`src/hdl/addr_gen_defs.svh`:
```
// Constants for the ROM and RAM address generator
`ifndef ADDR_GEN_DEFS_SVH
`define ADDR_GEN_DEFS_SVH

`define AG_PC_W        14
`define AG_RAM_W       10
`define AG_ROM_W       10
`define AG_PC_RST      14'h0000
`define AG_RAM_RST     10'h000
`define AG_NIB_RST     4'h0
`define AG_MEMREG_BASE 10'h040
`define AG_PAGE_HI     13
`define AG_PAGE_LO     8
`define AG_ZP_HI       5
`define AG_FLAG_AB     8
`define AG_FLAG_PORT   9
`define AG_ONE_WORD    14'h0001
`define AG_TWO_WORD    14'h0002

`endif

```
`src/hdl/addr_gen_pkg.sv`:
```
// Types shared by the ROM and RAM address generator
`default_nettype none

package addr_gen_pkg;

    typedef enum logic [3:0] {
        OP_NONE             = 4'h0,
        OP_IND_RAM          = 4'h1,
        OP_DIR_RAM          = 4'h3,
        load_from_memreg_op = 4'h2,
        exchange_memreg_op  = 4'h6,
        long_jump_op        = 4'h7,
        long_branch_op      = 4'h5,
        OP_LONG_CALL        = 4'h4,
        page_branch_op      = 4'hC,
        OP_ZERO_CALL        = 4'hD,
        table_branch_op     = 4'hF,
        OP_TABLE_REF        = 4'hE
    } op_t;

    typedef struct packed {
        logic [1:0] w;
        logic [3:0] x;
        logic [3:0] y;
    } ram_ptr_t;

    typedef struct packed {
        logic [3:0] b;
        logic [3:0] acc;
    } acc_b_t;

    typedef struct packed {
        logic [3:0] output_port_two;
        logic [3:0] output_port_one;
    } port_pair_t;

endpackage

`default_nettype wire

```
`src/hdl/rom_ram_address_generator.sv`:
```
// ROM and RAM address generation for a 4-bit controller core
`timescale 1ns/1ps
`default_nettype none
`include "addr_gen_defs.svh"

// Overview of operation
// - Indirect RAM address is W, X, Y joined
// - Direct RAM address is the second word
// - Memory registers are sixteen fixed RAM digits
// - Long jump, branch, call load 14 bits
// - Page branch replaces low eight bits of the advanced counter
// - Page branch at page end lands next page
// - Zero-page call loads six bits, clears rest
// - Table branch target from immediate, A, B
// - Flag bit 8 writes accumulator and B
// - Flag bit 9 writes both port registers
// - Both flags update both pairs together
// - Table reference leaves the counter sequential

module rom_ram_address_generator
    import addr_gen_pkg::*;
(
    input  wire logic                 clock_i,
    input  wire logic                 rst_i,
    input  wire logic                 instr_valid_i,
    input  wire op_t                  op_i,
    input  wire logic [`AG_PC_W-1:0]  imm_i,
    input  wire logic [`AG_RAM_W-1:0] second_word_i,
    input  wire ram_ptr_t             ptr_i,
    input  wire acc_b_t               acc_b_i,
    input  wire logic [`AG_ROM_W-1:0] rom_data_i,
    output logic [`AG_PC_W-1:0]       rom_addr_o,
    output logic [`AG_PC_W-1:0]       pc_o,
    output logic [`AG_RAM_W-1:0]      ram_addr_o,
    output logic                      ram_req_o,
    output acc_b_t                    acc_b_o,
    output logic                      acc_b_we_o,
    output port_pair_t                port_o
);

    // ------------------------------------------------------------
    // Address forming helpers
    // ------------------------------------------------------------
    function automatic logic [`AG_PC_W-1:0] table_addr(
        input logic [3:0] imm4,
        input acc_b_t     ab
    );
        table_addr = {2'b00, imm4, ab.b, ab.acc};
    endfunction

    function automatic logic is_op(
        input logic v,
        input op_t  op,
        input op_t  want
    );
        is_op = v && (op == want);
    endfunction

    logic [`AG_PC_W-1:0]  pc_reg;
    logic [`AG_PC_W-1:0]  pc_next;
    logic [`AG_PC_W-1:0]  seq_pc;
    logic [`AG_PC_W-1:0]  tbl_addr;
    logic [`AG_RAM_W-1:0] ram_addr_reg;
    logic [`AG_RAM_W-1:0] ram_addr_next;
    logic                 ram_req_reg;
    logic                 ram_req_next;
    acc_b_t               acc_b_reg;
    logic                 acc_b_we_reg;
    port_pair_t           port_reg;
    logic                 ref_now;
    logic                 ab_flag;
    logic                 port_flag;

    assign tbl_addr  = table_addr(imm_i[3:0], acc_b_i);
    assign ref_now   = is_op(instr_valid_i, op_i, OP_TABLE_REF);
    assign ab_flag   = rom_data_i[`AG_FLAG_AB];
    assign port_flag = rom_data_i[`AG_FLAG_PORT];

    // ------------------------------------------------------------
    // Program counter
    // ------------------------------------------------------------
    always_comb begin
        if (op_i == OP_DIR_RAM) begin
            seq_pc = pc_reg + `AG_TWO_WORD;
        end else begin
            seq_pc = pc_reg + `AG_ONE_WORD;
        end
    end

    always_comb begin
        pc_next = pc_reg;
        if (instr_valid_i) begin
            unique case (op_i)
                long_jump_op,
                long_branch_op,
                OP_LONG_CALL: begin
                    pc_next = imm_i;
                end
                page_branch_op: begin
                    // Page comes from the advanced counter
                    pc_next = {seq_pc[`AG_PAGE_HI:`AG_PAGE_LO],
                               imm_i[7:0]};
                end
                OP_ZERO_CALL: begin
                    pc_next = {8'h00, imm_i[`AG_ZP_HI:0]};
                end
                table_branch_op: begin
                    pc_next = tbl_addr;
                end
                OP_TABLE_REF: begin
                    pc_next = seq_pc;
                end
                OP_NONE,
                OP_IND_RAM,
                OP_DIR_RAM,
                load_from_memreg_op,
                exchange_memreg_op: begin
                    pc_next = seq_pc;
                end
                default: begin
                    pc_next = seq_pc;
                end
            endcase
        end
    end

    always_ff @(posedge clock_i or posedge rst_i) begin
        if (rst_i) begin
            pc_reg <= `AG_PC_RST;
        end else begin
            pc_reg <= pc_next;
        end
    end

    // ------------------------------------------------------------
    // RAM address
    // ------------------------------------------------------------
    always_comb begin
        ram_addr_next = ram_addr_reg;
        ram_req_next  = 1'b0;
        if (instr_valid_i) begin
            unique case (op_i)
                OP_IND_RAM: begin
                    ram_addr_next = ptr_i;
                    ram_req_next  = 1'b1;
                end
                OP_DIR_RAM: begin
                    ram_addr_next = second_word_i;
                    ram_req_next  = 1'b1;
                end
                load_from_memreg_op,
                exchange_memreg_op: begin
                    ram_addr_next = `AG_MEMREG_BASE
                                  | {6'h00, imm_i[3:0]};
                    ram_req_next  = 1'b1;
                end
                default: begin
                    ram_req_next  = 1'b0;
                end
            endcase
        end
    end

    always_ff @(posedge clock_i or posedge rst_i) begin
        if (rst_i) begin
            ram_addr_reg <= `AG_RAM_RST;
            ram_req_reg  <= 1'b0;
        end else begin
            ram_addr_reg <= ram_addr_next;
            ram_req_reg  <= ram_req_next;
        end
    end

    // ------------------------------------------------------------
    // Table data reference
    // ------------------------------------------------------------
    always_ff @(posedge clock_i or posedge rst_i) begin
        if (rst_i) begin
            acc_b_reg    <= {`AG_NIB_RST, `AG_NIB_RST};
            acc_b_we_reg <= 1'b0;
        end else begin
            acc_b_we_reg <= ref_now && ab_flag;
            if (ref_now && ab_flag) begin
                acc_b_reg <= rom_data_i[7:0];
            end
        end
    end

    always_ff @(posedge clock_i or posedge rst_i) begin
        if (rst_i) begin
            port_reg <= {`AG_NIB_RST, `AG_NIB_RST};
        end else if (ref_now && port_flag) begin
            port_reg <= rom_data_i[7:0];
        end
    end

    assign rom_addr_o = tbl_addr;
    assign pc_o       = pc_reg;
    assign ram_addr_o = ram_addr_reg;
    assign ram_req_o  = ram_req_reg;
    assign acc_b_o    = acc_b_reg;
    assign acc_b_we_o = acc_b_we_reg;
    assign port_o     = port_reg;

    logic [5:0] seq_page;
    logic [9:0] ptr_flat;
    assign seq_page = seq_pc[`AG_PAGE_HI:`AG_PAGE_LO];
    assign ptr_flat = ptr_i;
endmodule // rom_ram_address_generator

`default_nettype wire

```
`config.mk`:
```
export PLATFORM = sky130hd
export DESIGN_NAME = rom_ram_address_generator
export DESIGN_NICKNAME = d
export VERILOG_FILES = /design/src/hdl/addr_gen_pkg.sv /design/src/hdl/rom_ram_address_generator.sv
export VERILOG_INCLUDE_DIRS = /design/src /design/src/hdl
export SDC_FILE = /design/constraint.sdc
export NUM_CORES = 1
export LEC_CHECK = 0
export ABC_AREA = 1
export BUFFER_PORTS_ARGS = -buffer_cell sky130_fd_sc_hd__buf_4
export CORE_ASPECT_RATIO = 0.6
export CORE_MARGIN = 2
export CORE_UTILIZATION = 46
export DETAILED_ROUTE_END_ITERATION = 16
export PLACE_DENSITY = 0.8
export SKIP_LAST_GASP = 1
export SYNTH_ARGS = -nofsm -noshare
export SYNTH_HDL_FRONTEND = slang
export SYNTH_SLANG_ARGS = --single-unit
```
`constraint.sdc`:
```
create_clock -name clock_i -period 1.4 [get_ports clock_i]
set_input_delay 0 -clock clock_i [delete_from_list [all_inputs] [get_ports clock_i]]
set_output_delay 0 -clock clock_i [all_outputs]
set_load 0.02 [all_outputs]
```
Word level (Yosys, flattened, before mapping):

Index checks and enable logic that the tools add are counted.

* register bits after elaboration: 42
* output and inout port bits: 56
* logic and storage cells: 34

* add/sub/neg operators: 2
* eq/ne operators: 11
* muxes and demuxes: 5
* reduce and logical (&&, ||, !) cells: 8

Operators by type and width (count)
* $pmux 14 s4: 1
* $pmux 10 s3: 1
* $eq 4x3->1 const B: 4
* $eq 4x4->1 const B: 4
* $add 14x1->14 const B: 1
* $add 14x2->14 const B: 1
* $mux 14: 1
* $eq 4x2->1 const B: 2
* $eq 4x1->1 const B: 1
* $reduce_or 4->1: 1
* $logic_and 1x1->1: 3
* $reduce_bool 3->1: 1
* $reduce_or 3->1: 1
* $mux 1: 2
* $reduce_and 2->1: 1
* $reduce_or 2->1: 1

Depth between registers and ports, before layout:

* depth in word-level cells: 4
* depth in mapped cells: 10

Worst setup path after synthesis:

Ideal clock, no wire load.

* path type: flip-flop to flip-flop
* start: reg pc_reg[2] (netlist: pc_o[2])
* end: reg pc_reg[9] (netlist: pc_o[9])
* arrival: 1.363 ns
* slack: -0.089 ns
* stages on the path, launching flop included: 9
* path buffers: 0
* path through: dfrtp_1 ha_1 inv_1 nor2_1 nand2_4 nor2_2 inv_1 a21oi_1 o21ai_0

* cells in the longest elaborated chain, start to end: 3
* elaborated cells on any way between the ends: 4
* classes of those cells: add/sub: 2; mux: 2

RTL lines
* start, declared: line rom_ram_address_generator.sv:59 `` logic [`AG_PC_W-1:0] pc_reg; ``
* start signal, assigned: line rom_ram_address_generator.sv:129 `` pc_reg <= `AG_PC_RST; ``
* start signal, assigned: line rom_ram_address_generator.sv:131 `pc_reg <= pc_next;`
* $add 14x1->14 (no line) or $add 14x2->14 (tied branches)
* $mux 14 (*): line rom_ram_address_generator.sv:83 `if (op_i == OP_DIR_RAM) begin`
* $pmux 14 s4 (*): line rom_ram_address_generator.sv:93 `unique case (op_i)`

Every way passes the cells marked *; elsewhere a longest branch is shown, timed or not.
A chain may end at the register's enable or synchronous reset.

Final worst setup path:

* start: reg pc_reg[1] (netlist: pc_o[1])
* end: reg pc_reg[2] (netlist: pc_o[2])

The elaborated chain is that of the path after synthesis.

==> impl_metrics.json <==
{
  "outcome": "finished clean",
  "hpwl_um": 6010,
  "vias": 2875,
  "fp.dieH_um": 62.5,
  "yosysWarnings": 0,
  "synthFlopType": "dfrtp_1",
  "setup_viol": 0,
  "slowest_stage": "dfrtp_2",
  "hold_viol": 0,
  "timing.fmax_mhz": 720,
  "insertion_delay_ns": 0.30,
  "synth_edf_count": 0,
  "avgSynthCellArea_um2": 7.73,
  "grt_pass1_wl_um": 13000,
  "track_usage_pct": 26.2,
  "grt_max_degree": 22,
  "final.fill_count": 424,
  "whs_ns": 0.0111,
  "crit_buf_inv": 2,
  "grt_setup_unrepaired": "yes",
  "slew_headroom_pct": 59.1,
  "post-route-period-util_pct": 99.2,
  "crit_family": "flip-flops",
  "gp_congestion": 0.916,
  "final_layout_size_suffix_gt1_share_pct": 39.4,
  "antenna_found_initial": 0,
  "r2r_cells": 6,
  "die_x_um": 102,
  "clkSinkCount": 42,
  "port_buffers": 112,
  "clk_pin_slew_worst_paths_ns": 0.08,
  "synthToLayoutAreaGrowth_pct": 50.1,
  "slowest_delay_ns": 0.47,
  "cts_tree": "done",
  "worstSetupPathType": "reg -> reg",
  "r2r-start": "pc_o[1]$_DFFE_PP0P_",
  "ios": 115,
  "yosysSeqAreaShare_pct": 40.0,
  "drtIter0Drc": 203,
  "synth_top_area_share_pct": 40.0,
  "netlist_area_um2": 2630,
  "synth.ff_latch_count": 42,
  "initial_utilization_pct": 47.4,
  "syn_inst": 340,
  "n_antenna_cell": 0,
  "crit_path_end_kind": "register",
  "cts_buffers": 5,
  "worstPathRequired_ns": 1.58,
  "rrSetupSlack_ns": 0.01,
  "fin_nets": 537,
  "grt-ovfl-total": 0,
  "design.die.area_um2": 6350,
  "async_reset_ff_share_pct": 100,
  "drcViolationCount": 0,
  "cts-root-buf": "clkbuf_8",
  "crit_path_cell_trace": "ha_4 -> buf_4 -> xnor2_1 -> a21oi_1 -> o22ai_1 -> inv_1",
  "layout.area.seq_um2": 1050,
  "start_kind": "register",
  "post-route-min-period_ns": 1.39,
  "viasPerCell": 5.16,
  "cp-endpoint": "pc_o[2]$_DFFE_PP0P_",
  "pwr_density_cell_nw_per_um2": 1080,
  "fin_skew_ns": 0.00350,
  "worst_slack_ns": 0.0108,
  "multi_input_area_um2": 1320,
  "wirelength_um": 8490,
  "worstMarginPinSlew_ns": 0.610,
  "rr_endpoint": "pc_o[2]$_DFFE_PP0P_",
  "power_mw": 4.27,
  "hold_path.class": "in -> reg",
  "final_cells": 557,
  "pre_cts_ws_ns": -0.0598,
  "rows": 21,
  "synth_cell_types": 38,
  "setup_tns_ns": 0,
  "wl_per_cell_um": 15.2,
  "cts.path.max_buffers": 2,
  "critPathLaunch": "pc_o[1]$_DFFE_PP0P_",
  "cp.depth": 6,
  "synth_top_cell_by_area": "dfrtp_1",
  "maxCapViolCount": 0,
  "dp.cells": 525,
  "yosys-top-cells-area": "dfrtp_1 40%, nand2_1 11%, buf_4 5.7%",
  "slew_violations": 0,
  "crit_fanout": 4,
  "coreArea_um2": 5540,
  "irDropWorstVdd_mv": 0.611,
  "first_pass_iters": 5,
  "antenna_left": 0,
  "worstPathArrival_ns": 1.57,
  "power.leakage_nw": 1.97,
  "htree_levels": 2,
  "first_global_vias": 2692
}
-- how the worst min path moves through the flow --
stage	slack, ns	to	startpoint	depth (start not counted)
after global placement	0.01	pc_o[5]$_DFFE_PP0P_	rst_i	2
after detailed placement	0.02	pc_o[5]$_DFFE_PP0P_	rst_i	2
after floorplan	0.11	rom_addr_o[0]	acc_b_i[0]	1
after CTS	0.004	ram_addr_o[8]$_DFFE_PP0P_	ptr_i[8]	3
after global routing	0.02	ram_addr_o[0]$_DFFE_PP0P_	second_word_i[0]	3
final	0.01	ram_addr_o[8]$_DFFE_PP0P_	ptr_i[8]	3
-- sequential cells by signal (all words and copies together), names as in the netlist --
register    flops
port_o          8
acc_b_o         8
ram_addr_o     10
ram_req_o       1
acc_b_we_o      1
pc_o           14
-- cell usage in the layout (no fill, tap or decap), drive strengths merged, types with 3 or more instances in the layout --
master	n
o21ai	29
a31oi	5
nand4	4
a41oi	4
inv	35
clkinv	5
dfrtp	42
nand3	32
nand2	86
clkbuf	6
nor2	42
buf	134
o21a	3
dlygate4sd3	19
a21oi	16
-- worst reg2reg max path: stages, from the launching register on --
cell and delay [ns]:
dfrtp_2 0.47, ha_4 0.20, buf_4 0.13, xnor2_1 0.15
a21oi_1 0.09, o22ai_1 0.15, inv_1 0.08
-- cell type report --
cell class	count	share of cell area (%)
Clock inverter	2	0.317
Inverter	39	3.87
Timing Repair Buffer	153	31.0
Clock buffer	6	2.09
Multi-Input combinational cell	235	33.4
Tap cell	80	2.54
Sequential cell	42	26.7
-- report_power, final --
group          switching, mW  internal (mW)  total [mW]
combinational          0.989          0.828        1.82
sequential             0.185           1.44        1.62
clock                  0.435          0.397       0.831
-- logic make-up after synthesis --
group                      Yosys count  share of synthesized area, %
and+or+nand+nor                    165                          29.3
AOI/OAI and AO/OA                   64                          16.7
buffers and inverters               64                          12.2
DFF                                 42                          40.0
xor gates and xnor gates             2                         0.667
adders and majority gates            2                         0.952
other                                1                         0.143
-- timing repair --
item / in CTS / in global routing
buffers inserted: 0 / 5
pin swaps: 0 / 12
resized for setup: 4 / 14
hold endpoints to repair: 33 / 0
setup endpoints to repair: 4 / 13
hold buffers: 19 / 0
-- through the flow --
| step | util (%) | cell area, um2 |
|---|---|---|
| after floorplan | - | 2640 |
| after global placement | 64.1 | 3550 |
| after detailed placement | 64.1 | 3550 |
| after CTS | 69.4 | 3850 |
| after global routing | 71.2 | 3950 |
| final | 71.2 | 3950 |
-- Yosys cell counts, types with 2 or more instances --
master / n
a211oi_1: 2
a21oi_1: 13
a21oi_2: 2
a22oi_1: 2
a31oi_1: 5
a41oi_1: 3
buf_2: 4
buf_4: 20
clkinv_1: 2
dfrtp_1: 42
ha_1: 2
inv_1: 34
inv_2: 2
nand2_1: 78
nand2_2: 2
nand2_4: 6
nand3_1: 29
nand3_2: 3
nand4_1: 4
nor2_1: 37
nor2_2: 3
o2111ai_1: 2
o21a_1: 3
o21ai_0: 7
o21ai_1: 12
o21ai_2: 9
-- routing by layer --
| layer | up-vias | global-route usage, % | routed length [um] |
|---|---|---|---|
| li1 | 1366 | - | - |
| met1 | 1333 | 38.9 | 3840 |
| met2 | 164 | 38.0 | 3730 |
| met3 | 12 | 5.48 | 818 |
| met4 | 0 | 8.11 | 108 |
| met5 | - | 0 | 0 |
Power figures use the tool's default switching activity.
